`src/pkg/rlm_regs.vh`:
```
// register map, field positions and reset values of the limit monitor
// assumes a 32-bit avalon-mm slave with byte addresses, one word a register
`ifndef RLM_REGS_VH
`define RLM_REGS_VH

// ****************************************************************
// register indexes (byte address is four times the index)
// ****************************************************************
`define RLM_IDX_CONFIG2 4'h2
`define RLM_IDX_STATUS 4'h3
`define RLM_IDX_LOWER 4'h4
`define RLM_IDX_UPPER 4'h5
`define RLM_IDX_IRQ_MASK 4'h6
`define RLM_IDX_IRQ_STAT 4'h7

// ****************************************************************
// word fields
// ****************************************************************
`define RLM_ADDR_HI 15
`define RLM_ADDR_LO 12
`define RLM_LIMIT_HI 11
`define RLM_LIMIT_LO 0
`define RLM_CFG_ONEWIRE_BIT 8
`define RLM_CFG_RST_HI 7
`define RLM_CFG_RST_LO 0

// ****************************************************************
// limit flag positions in the status word
// ****************************************************************
`define RLM_BIT_A_UNDER 0
`define RLM_BIT_A_OVER 1
`define RLM_BIT_B_UNDER 4
`define RLM_BIT_B_OVER 5
`define RLM_FLAG_MASK 16'h0033

// ****************************************************************
// reset values and command codes
// ****************************************************************
`define RLM_LOWER_RST 12'h000
`define RLM_UPPER_RST 12'hfff
`define RLM_SOFT_RST_CODE 8'h3c
`define RLM_HARD_RST_CODE 8'hff
`define RLM_LOWER_PAD 4'h0
`define RLM_UPPER_PAD 4'hf

`endif

```
`src/rtl/rlm_cmp.v`:
```
// one channel's compare against the lower and upper limit
// assumes a result already aligned to 16 bits, same clock as the caller
`timescale 1ns/1ns
`include "rlm_regs.vh"

module rlm_cmp (
   // aligned result
   input wire [15:0] i_result,
   // limit fields
   input wire [11:0] i_lower_field,
   input wire [11:0] i_upper_field,
   // compare outcome
   output wire o_under,
   output wire o_over
);

   // ****************************************************************
   // compare values built from the limit fields
   // ****************************************************************
   wire [15:0] lower_val;
   wire [15:0] upper_val;

   // low nibble zero under the lower field
   assign lower_val = {i_lower_field, `RLM_LOWER_PAD};
   // low nibble all ones under the upper field
   assign upper_val = {i_upper_field, `RLM_UPPER_PAD};

   // strict compares: equal to a limit is no violation
   assign o_under = (i_result < lower_val);
   assign o_over = (i_result > upper_val);

endmodule

```
`src/rtl/rlm_top.v`:
```
// result limit monitor for a dual-channel converter, avalon-mm slave
// assumes results and their valid strobe come from logic on i_clk_sys
`timescale 1ns/1ns
`include "rlm_regs.vh"

module rlm_top #(
   parameter RES_W = 16
) (
   // clock and reset
   input wire i_clk_sys,
   input wire i_sys_rst,
   // avalon-mm slave
   input wire [5:0] i_avs_address,
   input wire i_avs_read,
   input wire i_avs_write,
   input wire [31:0] i_avs_writedata,
   input wire [3:0] i_avs_byteenable,
   output reg [31:0] o_avs_readdata,
   output wire o_avs_waitrequest,
   // conversion results
   input wire i_conv_valid,
   input wire [RES_W-1:0] i_result_a,
   input wire [RES_W-1:0] i_result_b,
   // status outputs
   output wire o_irq,
   output wire o_one_wire
);

   // ****************************************************************
   // helper functions
   // ****************************************************************

   // left-justify a result of RES_W bits into 16 bits
   function [15:0] align16;
      input [RES_W-1:0] res;
      reg [31:0] wide;
      begin
         // zeros below the result put its top bit at bit 31
         wide = {res, {(32-RES_W){1'b0}}};
         align16 = wide[31:16];
      end
   endfunction

   // merge the two low byte lanes of a write into an old value
   function [15:0] merge16;
      input [15:0] old;
      input [31:0] wdata;
      input [3:0] be;
      begin
         merge16 = old;
         if (be[0]) begin
            merge16[7:0] = wdata[7:0];
         end
         if (be[1]) begin
            merge16[15:8] = wdata[15:8];
         end
      end
   endfunction

   // ****************************************************************
   // state
   // ****************************************************************
   reg ack_reg;
   reg [11:0] lower_reg;
   reg [11:0] upper_reg;
   reg [11:0] lower_next;
   reg [11:0] upper_next;
   reg [15:0] flag_reg;
   reg [15:0] flag_next;
   reg [15:0] snap_reg;
   reg [15:0] irq_stat_reg;
   reg [15:0] irq_stat_next;
   reg [15:0] irq_mask_reg;
   reg [15:0] irq_mask_next;
   reg one_wire_reg;
   reg one_wire_next;
   reg [15:0] rd_word;

   wire req;
   wire take;
   wire [3:0] idx;
   wire idx_ok;
   wire wr_take;
   wire rd_take;
   wire [15:0] wr_lo;
   wire a_under;
   wire a_over;
   wire b_under;
   wire b_over;
   wire [15:0] set_vec;
   wire soft_rst;
   wire hard_rst;
   wire [15:0] lower_wr;
   wire [15:0] upper_wr;

   // ****************************************************************
   // bus handshake
   // ****************************************************************

   // one wait state: request seen, then taken at the next edge
   assign req = i_avs_read | i_avs_write;
   assign take = req & ack_reg;
   assign o_avs_waitrequest = req & ~ack_reg;
   assign idx = i_avs_address[5:2];
   assign idx_ok = (i_avs_address[1:0] == 2'h0);
   assign wr_take = take & i_avs_write & idx_ok;
   assign rd_take = take & i_avs_read & idx_ok;
   assign wr_lo = merge16(16'h0, i_avs_writedata, i_avs_byteenable);
   // limit words after a write, cut to the 12-bit field where used
   assign lower_wr = merge16({4'h0, lower_reg}, i_avs_writedata,
      i_avs_byteenable);
   assign upper_wr = merge16({4'h0, upper_reg}, i_avs_writedata,
      i_avs_byteenable);

   // wait-state flop, cleared once the request is taken
   always @(posedge i_clk_sys or posedge i_sys_rst) begin
      if (i_sys_rst) begin
         ack_reg <= 1'b0;
      end else begin
         ack_reg <= req & ~ack_reg;
      end
   end

   // ****************************************************************
   // comparators
   // ****************************************************************

   // both channels checked against both limits independently
   rlm_cmp u_cmp_a (
      .i_result(align16(i_result_a)),
      .i_lower_field(lower_reg),
      .i_upper_field(upper_reg),
      .o_under(a_under),
      .o_over(a_over)
   );

   rlm_cmp u_cmp_b (
      .i_result(align16(i_result_b)),
      .i_lower_field(lower_reg),
      .i_upper_field(upper_reg),
      .o_under(b_under),
      .o_over(b_over)
   );

   // violations of this conversion placed at their status bits
   assign set_vec[`RLM_BIT_A_UNDER] = i_conv_valid & a_under;
   assign set_vec[`RLM_BIT_A_OVER] = i_conv_valid & a_over;
   assign set_vec[3:2] = 2'h0;
   assign set_vec[`RLM_BIT_B_UNDER] = i_conv_valid & b_under;
   assign set_vec[`RLM_BIT_B_OVER] = i_conv_valid & b_over;
   assign set_vec[15:6] = 10'h0;

   // ****************************************************************
   // reset commands in the second config register
   // ****************************************************************
   assign soft_rst = wr_take & (idx == `RLM_IDX_CONFIG2) & i_avs_byteenable[0]
      & (i_avs_writedata[7:0] == `RLM_SOFT_RST_CODE);
   assign hard_rst = wr_take & (idx == `RLM_IDX_CONFIG2) & i_avs_byteenable[0]
      & (i_avs_writedata[7:0] == `RLM_HARD_RST_CODE);

   // ****************************************************************
   // next-state logic
   // ****************************************************************

   // flags: a new violation always wins over a clear in the same cycle
   always @* begin
      flag_next = flag_reg;
      if (soft_rst | hard_rst) begin
         flag_next = 16'h0;
      end else if (rd_take & (idx == `RLM_IDX_STATUS)) begin
         // clear only what the read actually reported
         flag_next = flag_reg & ~snap_reg;
      end
      flag_next = (flag_next | set_vec) & `RLM_FLAG_MASK;
   end

   // interrupt status: sticky, write one to clear, set wins
   always @* begin
      irq_stat_next = irq_stat_reg;
      if (wr_take & (idx == `RLM_IDX_IRQ_STAT)) begin
         irq_stat_next = irq_stat_reg & ~wr_lo;
      end
      irq_stat_next = (irq_stat_next | set_vec) & `RLM_FLAG_MASK;
   end

   // writable registers; hard reset restores their defaults
   always @* begin
      lower_next = lower_reg;
      upper_next = upper_reg;
      irq_mask_next = irq_mask_reg;
      one_wire_next = one_wire_reg;
      if (hard_rst) begin
         lower_next = `RLM_LOWER_RST;
         upper_next = `RLM_UPPER_RST;
         irq_mask_next = 16'h0;
         one_wire_next = 1'b0;
      end else if (wr_take) begin
         case (idx)
            `RLM_IDX_LOWER: begin
               lower_next = lower_wr[11:0];
            end
            `RLM_IDX_UPPER: begin
               upper_next = upper_wr[11:0];
            end
            `RLM_IDX_IRQ_MASK: begin
               irq_mask_next = merge16(irq_mask_reg, i_avs_writedata,
                  i_avs_byteenable) & `RLM_FLAG_MASK;
            end
            `RLM_IDX_CONFIG2: begin
               if (i_avs_byteenable[1]) begin
                  one_wire_next = i_avs_writedata[`RLM_CFG_ONEWIRE_BIT];
               end
            end
            default: begin
               lower_next = lower_reg;
            end
         endcase
      end
   end

   // ****************************************************************
   // read word, with the register index in bits 15 to 12 for indexes 2 to 7
   // ****************************************************************
   always @* begin
      rd_word = 16'h0;
      case (i_avs_address[5:2])
         `RLM_IDX_CONFIG2: begin
            rd_word[`RLM_CFG_ONEWIRE_BIT] = one_wire_reg;
         end
         `RLM_IDX_STATUS: begin
            rd_word = flag_reg & `RLM_FLAG_MASK;
         end
         `RLM_IDX_LOWER: begin
            rd_word[11:0] = lower_reg;
         end
         `RLM_IDX_UPPER: begin
            rd_word[11:0] = upper_reg;
         end
         `RLM_IDX_IRQ_MASK: begin
            rd_word = irq_mask_reg;
         end
         `RLM_IDX_IRQ_STAT: begin
            rd_word = irq_stat_reg;
         end
         default: begin
            rd_word = 16'h0;
         end
      endcase
      if (rd_word != 16'h0 || i_avs_address[5:2] == `RLM_IDX_CONFIG2
         || (i_avs_address[5:2] >= `RLM_IDX_CONFIG2
         && i_avs_address[5:2] <= `RLM_IDX_IRQ_STAT)) begin
         rd_word[15:12] = i_avs_address[5:2];
      end
      if (!idx_ok) begin
         rd_word = 16'h0;
      end
   end

   // ****************************************************************
   // registers
   // ****************************************************************

   // limits, reset so that no result can violate by default
   always @(posedge i_clk_sys or posedge i_sys_rst) begin
      if (i_sys_rst) begin
         lower_reg <= `RLM_LOWER_RST;
         upper_reg <= `RLM_UPPER_RST;
      end else begin
         lower_reg <= lower_next;
         upper_reg <= upper_next;
      end
   end

   // flags, interrupt state and config bit
   always @(posedge i_clk_sys or posedge i_sys_rst) begin
      if (i_sys_rst) begin
         flag_reg <= 16'h0;
         irq_stat_reg <= 16'h0;
         irq_mask_reg <= 16'h0;
         one_wire_reg <= 1'b0;
      end else begin
         flag_reg <= flag_next;
         irq_stat_reg <= irq_stat_next;
         irq_mask_reg <= irq_mask_next;
         one_wire_reg <= one_wire_next;
      end
   end

   // read data latched in the wait state, held through the taking edge
   always @(posedge i_clk_sys or posedge i_sys_rst) begin
      if (i_sys_rst) begin
         o_avs_readdata <= 32'h0;
         snap_reg <= 16'h0;
      end else if (i_avs_read & ~ack_reg) begin
         o_avs_readdata <= {16'h0, rd_word};
         snap_reg <= rd_word & `RLM_FLAG_MASK;
      end
   end

   // ****************************************************************
   // outputs
   // ****************************************************************
   assign o_irq = |(irq_stat_reg & irq_mask_reg);
   assign o_one_wire = one_wire_reg;

endmodule

```
`config.mk`:
```
export PLATFORM = sky130hd
export DESIGN_NAME = rlm_top
export DESIGN_NICKNAME = d
export VERILOG_FILES = /design/src/rtl/rlm_cmp.v /design/src/rtl/rlm_top.v
export VERILOG_INCLUDE_DIRS = /design/src /design/src/pkg
export SDC_FILE = /design/constraint.sdc
export NUM_CORES = 1
export LEC_CHECK = 0
export BUFFER_PORTS_ARGS = -buffer_cell sky130_fd_sc_hd__buf_2
export CORE_MARGIN = 4
export CORE_UTILIZATION = 58
export CTS_BUF_LIST = sky130_fd_sc_hd__clkbuf_4
export DETAILED_ROUTE_END_ITERATION = 8
export GPL_ROUTABILITY_DRIVEN = 0
export HOLD_SLACK_MARGIN = 0.08
export PLACE_DENSITY_LB_ADDON = 0.25
export RECOVER_POWER = 25
export SKIP_CTS_REPAIR_TIMING = 1
export SLEW_MARGIN = 20
export SYNTH_ARGS = -nofsm -noshare
export SYNTH_HDL_FRONTEND = slang
export SYNTH_SLANG_ARGS = --single-unit
```
`constraint.sdc`:
```
create_clock -name i_clk_sys -period 5.4 [get_ports i_clk_sys]
set_clock_uncertainty 0.1 [all_clocks]
set_input_delay 1.08 -clock i_clk_sys [delete_from_list [all_inputs] [get_ports i_clk_sys]]
set_output_delay 1.08 -clock i_clk_sys [all_outputs]
set_load 0.01 [all_outputs]
```
==> key figures, run 1 <==
Status
  • Status: finished with violations
  • Failing checks: capacitance limit, slew limit

Synthesis
  • EDFF count, synth: 0
  • Top-area cell type share of the netlist area: 0.287
  • FF+latch count, synth: 54
  • Most used DFF post-synth: dfrtp_1
  • Synth cell types: between 50 and 60
  • Synth top area cells: dfrtp_1, ha_1, dfstp_2, nand2_1, a22o_1
  • Share of the yosys chip area belonging to registers: 0.373
  • Async set or reset register ratio after synthesis: 1.00
  • Yosys top cell by area: dfrtp_1
  • Syn Area/Cell: between 9 and 10 um2
  • Warnings, synthesis: 0
  • Mapped Area: around 0.0037 mm2
  • Post-Syn Instances: about 370

Worst setup path
  • CP cell instances: clkbuf_1, nor2_1, nor2_1, buf_2
  • Slowest cell on the critical path: buf_2
  • Critical path arrival: 1.51 ns
  • CP most frequent cell: nor2_1
  • Reg2Reg Depth: 7
  • Max stage delay on crit path: about 0.15 ns
  • Worst setup SP type: primary input
  • Worst-path fanout max: 3
  • CP Capture Type: output pin
  • Setup CP Type: in2out
  • Worst Path Required: around 4.2 ns

Finish
  • Fin nets: 569
  • Fill count: between 500 and 600
  • Multi-input logic area: roughly 0.0021 mm2
  • FF+latch area: 0.00137 mm2
  • Area Growth Syn to Fin: 11.8%
  • Number of flip-flops in the largest register: 13
  • Final core occ: 0.679
  • Ant. Diodes: 0
  • Layout cell share with drive strength beyond 1: 0.256

Route
  • Number of vias per cell: a little over 6
  • Drt wl/cell: between 15 and 20 um
  • TritonRoute pass-1 iters: 6
  • Post-route ant nets: 0
  • Routed via count: approximately 3,200
  • Routed WL: roughly 9.7 mm
  • Starting DRT DRC Count: 216
  • DRC Markers: 0

Power and ir drop
  • Clock power frac: 0.238
  • Internal power: approximately 0.55 mW
  • VDD IR max: roughly 0.17 mV
  • Switch share: 0.310
  • PwrDens: just under 200 mW/mm2
  • Reg power frac: 0.543
  • LEAKAGE: 1.83 nW
  • Logic pwr share: 0.219
  • Sw power: roughly 0.25 mW

Floorplan
  • Initial Util: 0.607
  • Die width: between 80 and 90 um
  • Row cnt: 28
  • Die Y: between 80 and 90 um
  • I/O pin count: 114
  • Die area: 0.00764 mm2
  • Core area: 0.00603 mm2

Global route
  • First-pass GRT wire length: 15.3 mm
  • Grt total ovfl: 0
  • Total global-route track usage: 0.261
  • Largest net degree at the start of global routing: between 50 and 60
  • Initial antenna violation count: 0
  • Vias in the first global route: between 3,000 and 4,000

Worst hold path
  • Hold WC Path Type: reg2reg
  • Hold Path Stages: 2

Clock tree
  • CTS tree: yes
  • CTS sink cnt: between 50 and 60
  • H-Tree Depth: 2
  • Root Buffer: clkbuf_4
  • Clk slew on worst S/H paths: 0.17 ns
  • Total CTS buffers: 5
  • CTS Buffer Depth: 2
  • Skew-Pair Late Insertion Delay: ~0.40 ns

Placed design
  • Port Buf Inserts: 75
  • Placed wire-length estimate: between 7 and 8 mm
  • Dpl ws: 2.33 ns

STA
  • FMAX: ~0.37 GHz
  • Worst slew margin: -0.556
  • Fin crit share: 0.499
  • RSZ-0062 raised after global routing: no
  • Finish-stage setup viols: 0
  • Crit path time final: about 2.7 ns
  • Setup ws final: about 2.7 ns
  • Setup_tns: 0 ns
  • Final Max Tran Viols: 55
  • Worst-margin pin slew: 2.32 ns
  • Hold Vio Cnt, Final: 0

Flow run
  • Max-Cap Viols: 1
## layout make-up
cell class | count | share of cell area
inverter | 27 | 0.0251
clock buffer | 6 | 0.0110
sequential | 54 | 0.334
tap | 75 | 0.0229
timing repair buffer | 76 | 0.0933
multi-input combinational | 280 | 0.510
clock inverter | 2 | 0.00336
## Yosys cell counts (5+ instances only)
| master | n |
|---|---|
| a22oi_1 | 12 |
| and2_1 | 6 |
| nand3_1 | 10 |
| buf_4 | 16 |
| o21ai_0 | 21 |
| a21oi_1 | 18 |
| a22o_1 | 14 |
| nand4_1 | 11 |
| dfstp_2 | 12 |
| ha_1 | 46 |
| nand2_1 | 37 |
| inv_1 | 27 |
| dfrtp_1 | 42 |
| clkbuf_1 | 5 |
| nor2_1 | 9 |
| mux2_2 | 8 |
## final timing paths
| path | from | end | slack (ns) |
|---|---|---|---|
| setup reg to reg | upper_reg[6] | flag_reg[1] | 2.94 |
| hold / removal | o_avs_readdata[7] | o_avs_readdata[7] | 0.39 |
| setup / recovery | i_avs_write | o_avs_waitrequest | 2.71 |
| min in group asynchronous | i_sys_rst | o_avs_readdata[5] | 1.17 |
| max in group asynchronous | i_sys_rst | lower_reg[0] | 2.97 |
| hold reg to reg | o_avs_readdata[7] | o_avs_readdata[7] | 0.39 |
## cell families (layout without fill, tap and decap cells)
kind of cell,count (synthesis),count (layout),synth area share
flip-flops,54,54,0.373
adder cells (fa/ha/maj),46,46,0.157
other,1,16,0.00102
AND/OR/NAND/NOR,100,100,0.146
buffers and inverters,52,111,0.0728
multiplexers,12,12,0.0458
AO/OA/AOI/OAI,106,106,0.203
## critical path: cells and delay by family
kind	cells	cell delay [ns]
AND/OR/NAND/NOR	2	0.17
buffers and inverters	2	0.26
## cell usage in the layout, fill, tap and decap left out, drive strengths merged, types with 14 or more instances in the layout
master | synthesis | layout
a21oi | 18 | 18
a22o | 14 | 14
buf | 20 | 75
conb | 1 | 16
dfrtp | 42 | 42
ha | 46 | 46
inv | 27 | 27
nand2 | 37 | 37
o21ai | 24 | 24
## through the flow
step / instances / hold slack [ns] / power [mW] / instance area [um2]
3_3_place_gp: 512 / 0.358 / 0.607 / 4030
3_5_place_dp: 512 / 0.365 / 0.616 / 4030
2_1_floorplan: 386 / 0.367 / 0.553 / 3720
6_report: 520 / 0.393 / 0.802 / 4090
5_1_grt: 520 / 0.421 / 0.846 / 4090
4_1_cts: 520 / 0.398 / 0.804 / 4090
## power groups by stage
stage | clock (mW) | sequential [mW] | combinational [mW]
3_3_place_gp | 0 | 0.441 | 0.165
2_1_floorplan | 0 | 0.439 | 0.114
4_1_cts | 0.194 | 0.435 | 0.175
6_report | 0.191 | 0.436 | 0.176
3_5_place_dp | 0 | 0.442 | 0.173
5_1_grt | 0.209 | 0.438 | 0.199
## layer usage
| metal | part of all wire | global-route usage | vias to the layer above |
|---|---|---|---|
| li1 | - | - | 1504 |
| met1 | 0.41 | 0.352 | 1539 |
| met2 | 0.48 | 0.429 | 142 |
| met3 | 0.085 | 0.0501 | 17 |
| met4 | 0.021 | 0.0711 | 0 |
| met5 | 0 | 0 | - |
No activity file was read; power rests on OpenSTA's default activity.
==> run 2, diff against run 1 <==
CORE_UTILIZATION = 48   (was 58)
clock period = 2.3 ns   (was 5.4 ns; I/O delays follow)
==> run 2 against run 1 <==
Against the previous run:
- the run now ends clean
- non-clock buffer count rose by 24
- via count rose by 0.75%
- hold slack got worse by 0.19 ns
- sequential share of layout area fell by 2.3 points
- die area rose by 19%
- combinational power rose to 2.6 times the previous value
- routed wire length rose by 3.1%
- critical path depth rose by 3
- total power rose to 2.5 times the previous value
- global-route usage fell by 3.6 points
- sequential cell count did not move
- count of clock-buffer cells in the layout rose by 1
- largest power group unchanged
==> key figures, run 2 (synthesis gave the netlist of run 1 again) <==
STA
  • Finish-stage setup viols: 0 (unchanged)
  • Final Max Tran Viols: 0 (was 55)
  • RSZ-0062 raised after global routing: no (unchanged)
  • FMAX: 0.454 GHz
  • Crit path time final: about 2.2 ns
  • Worst-margin pin slew: 0.763 ns (was 2.32 ns)
  • Fin crit share: 0.957
  • Hold Vio Cnt, Final: 0 (unchanged)
  • Setup ws final: 0.0992 ns (was 2.71 ns)
  • Worst slew margin: 0.491 (was -0.556)

Finish
  • Fill count: 644 (was 512)
  • Layout cell share with drive strength beyond 1: 0.313 (was 0.256)
  • Number of flip-flops in the largest register: 13 (unchanged)
  • Most frequent cells in the layout: buf_2, ha_1, dfrtp_1 (unchanged)
  • Commonest non-fill, non-tap cell in the layout: buf_2 (unchanged)
  • Fin nets: 593 (was 569)
  • Ant. Diodes: 0 (unchanged)
  • Area Growth Syn to Fin: 20.2% (was 11.8%)

Placed design
  • Dpl ws: -0.0752 ns (was 2.33 ns)
  • Port Buf Inserts: 75 (unchanged)
  • Placed wire-length estimate: 8.06 mm (was 7.89 mm)

Worst setup path
  • Worst-path fanout max: 2 (was 3)
  • Setup CP Type: reg2reg (was in2out)
  • CP cell instances: inv_2, ha_4, nand3_2, or3_4, nand2b_1, a31oi_2, a31o_2 (was clkbuf_1, nor2_1, nor2_1, buf_2)
  • Buf+Inv Stages, Crit Path: 1 (was 2)
  • Reg2Reg Depth: 7 (unchanged)
  • Worst setup SP type: flip-flop (was primary input)
  • Crit path max-delay family: simple AND/OR/NAND/NOR gates (was buffers and inverters)
  • Worst Path Required: 2.52 ns (was 4.22 ns)
  • Critical path arrival: 2.42 ns (was 1.51 ns)
  • Slowest cell on the critical path: dfstp_2 (was buf_2)
  • RR Startpoint: upper_reg[8] (was upper_reg[6])
  • CP Capture Type: flip-flop (was output pin)
  • Critical R2R Capture: flag_reg[5] (was flag_reg[1])
  • Max stage delay on crit path: 0.58 ns (was 0.15 ns)
  • Worst R2R Setup Slack: 0.1 ns (was 2.94 ns)

Floorplan
  • Row cnt: 31 (was 28)
  • Initial Util: 0.499 (was 0.607)
  • Die width: 95.3 um (was 87.4 um)
  • Core area: 0.00733 mm2 (was 0.00603 mm2)
  • Die area: 0.00909 mm2 (was 0.00764 mm2)
  • Die Y: 95.3 um (was 87.4 um)
  • I/O pin count: 114 (unchanged)

Power and ir drop
  • Tot Pwr: 2.03 mW (was 0.802 mW)
  • Reg power frac: 0.503 (was 0.543)
  • Switch share: 0.284 (was 0.310)
  • VDD IR max: 0.314 mV (was 0.165 mV)
  • Internal power: 1.45 mW (was 0.553 mW)
  • Clock power frac: 0.268 (was 0.238)
  • PwrDens: 461 mW/mm2 (was 196 mW/mm2)
  • Logic pwr share: 0.229 (was 0.219)
  • LEAKAGE: 1.98 nW (was 1.83 nW)
  • Sw power: 0.576 mW (was 0.249 mW)

Clock tree
  • CTS Buffer Depth: 2 (unchanged)
  • Clk slew on worst S/H paths: 0.14 ns (was 0.17 ns)
  • CTS sink cnt: 54 (unchanged)
  • Skew-Pair Late Insertion Delay: 0.37 ns (was 0.40 ns)
  • CTS tree: yes (unchanged)
  • Root Buffer: clkbuf_4 (unchanged)
  • Total CTS buffers: 5 (unchanged)
  • H-Tree Depth: 2 (unchanged)

Global route
  • First-pass GRT wire length: 15.6 mm (was 15.3 mm)
  • Vias in the first global route: 3,208 (was 3,129)
  • Grt total ovfl: 0 (unchanged)
  • Largest net degree at the start of global routing: 36 (was 55)
  • Initial antenna violation count: 0 (unchanged)
  • Total global-route track usage: 0.225 (was 0.261)

Route
  • TritonRoute pass-1 iters: 4 (was 6)
  • Post-route ant nets: 0 (unchanged)
  • DRC Markers: 0 (unchanged)
  • Number of vias per cell: 5.68 (was 6.16)
  • Routed WL: 9.96 mm (was 9.67 mm)
  • Routed via count: 3,226 (was 3,202)
  • Starting DRT DRC Count: 215 (was 216)
  • Drt wl/cell: 17.5 um (was 18.6 um)

Worst hold path
  • Min-Delay Startpoint: i_avs_writedata[9] (was o_avs_readdata[7])
  • Hold Path Stages: 2 (unchanged)
  • Hold WC Path Type: in2reg (was reg2reg)
  • Hold worst-path end: upper_reg[9] (was o_avs_readdata[7])

Flow run
  • Max-Cap Viols: 0 (was 1)

Status
  • Status: finished clean (was finished with violations)
## run 2: cell count changes in the layout (fill, tap and decap cells not counted), sizes merged
cell | before | now
clkbuf | 7 | 9
buf | 75 | 97
dlygate4sd3 | 0 | 1
bufinv | 0 | 1
clkinvlp | 1 | 0
clkinv | 1 | 0
## run 2: worst max-delay path by stage
stage	from	endpoint	slack, ns	cells after the start
finish	upper_reg[8]	flag_reg[5]	0.1	7
global route	upper_reg[6]	flag_reg[1]	0.006	7
CTS	upper_reg[6]	flag_reg[1]	-0.09	7
detailed placement	upper_reg[6]	flag_reg[1]	-0.08	7
global placement	upper_reg[6]	flag_reg[1]	-0.002	7
floorplan	upper_reg[6]	flag_reg[1]	0.14	7
## run 2: per-stage QoR
stage | utilization | hold slack, ns | setup TNS (ns) | instance area (um2) | cells
after CTS | 0.591 | -0.0170 | -0.166 | 4330 | 568
final | 0.600 | 0.208 | 0 | 4400 | 568
after global placement | 0.580 | 0.359 | -0.00456 | 4250 | 560
after global routing | 0.600 | 0.201 | 0 | 4400 | 568
after detailed placement | 0.580 | 0.364 | -0.101 | 4250 | 560
after floorplan | - | 0.367 | 0 | 3720 | 386
## run 2: worst register-to-register path: cells and delay by family, from the launching register on
| family | cells | cell delay, ns |
|---|---|---|
| and+or+nand+nor | 3 | 0.68 |
| AOI/OAI and AO/OA | 2 | 0.45 |
| buffers and inverters | 1 | 0.07 |
| DFF | 1 | 0.58 |
| adders and majority gates | 1 | 0.27 |
## run 2: power by group through the flow
stage	Combinational [mW]	Sequential [mW]	Clock [mW]
global placement	0.426	1.03	0
CTS	0.445	1.02	0.556
finish	0.464	1.02	0.544
global route	0.527	1.03	0.593
detailed placement	0.442	1.04	0
floorplan	0.268	1.03	0
## run 2: area by class of cell
type	count	area, um2	share of cell area
clock buffers	7	52.6	0.0119
clock inverters	1	30.0	0.00682
inverters	27	101	0.0230
multi-input cells	280	2160	0.492
flip-flops and latches	54	1370	0.310
well taps	99	124	0.0281
repair buffers	100	562	0.128
## run 2: routing by layer
layer,vias to the layer above,share of wire,track usage
met4,0,0.016,0.0493
li1,1553,-,-
met1,1558,0.44,0.312
met5,-,0,0
met3,16,0.060,0.0300
met2,99,0.48,0.375
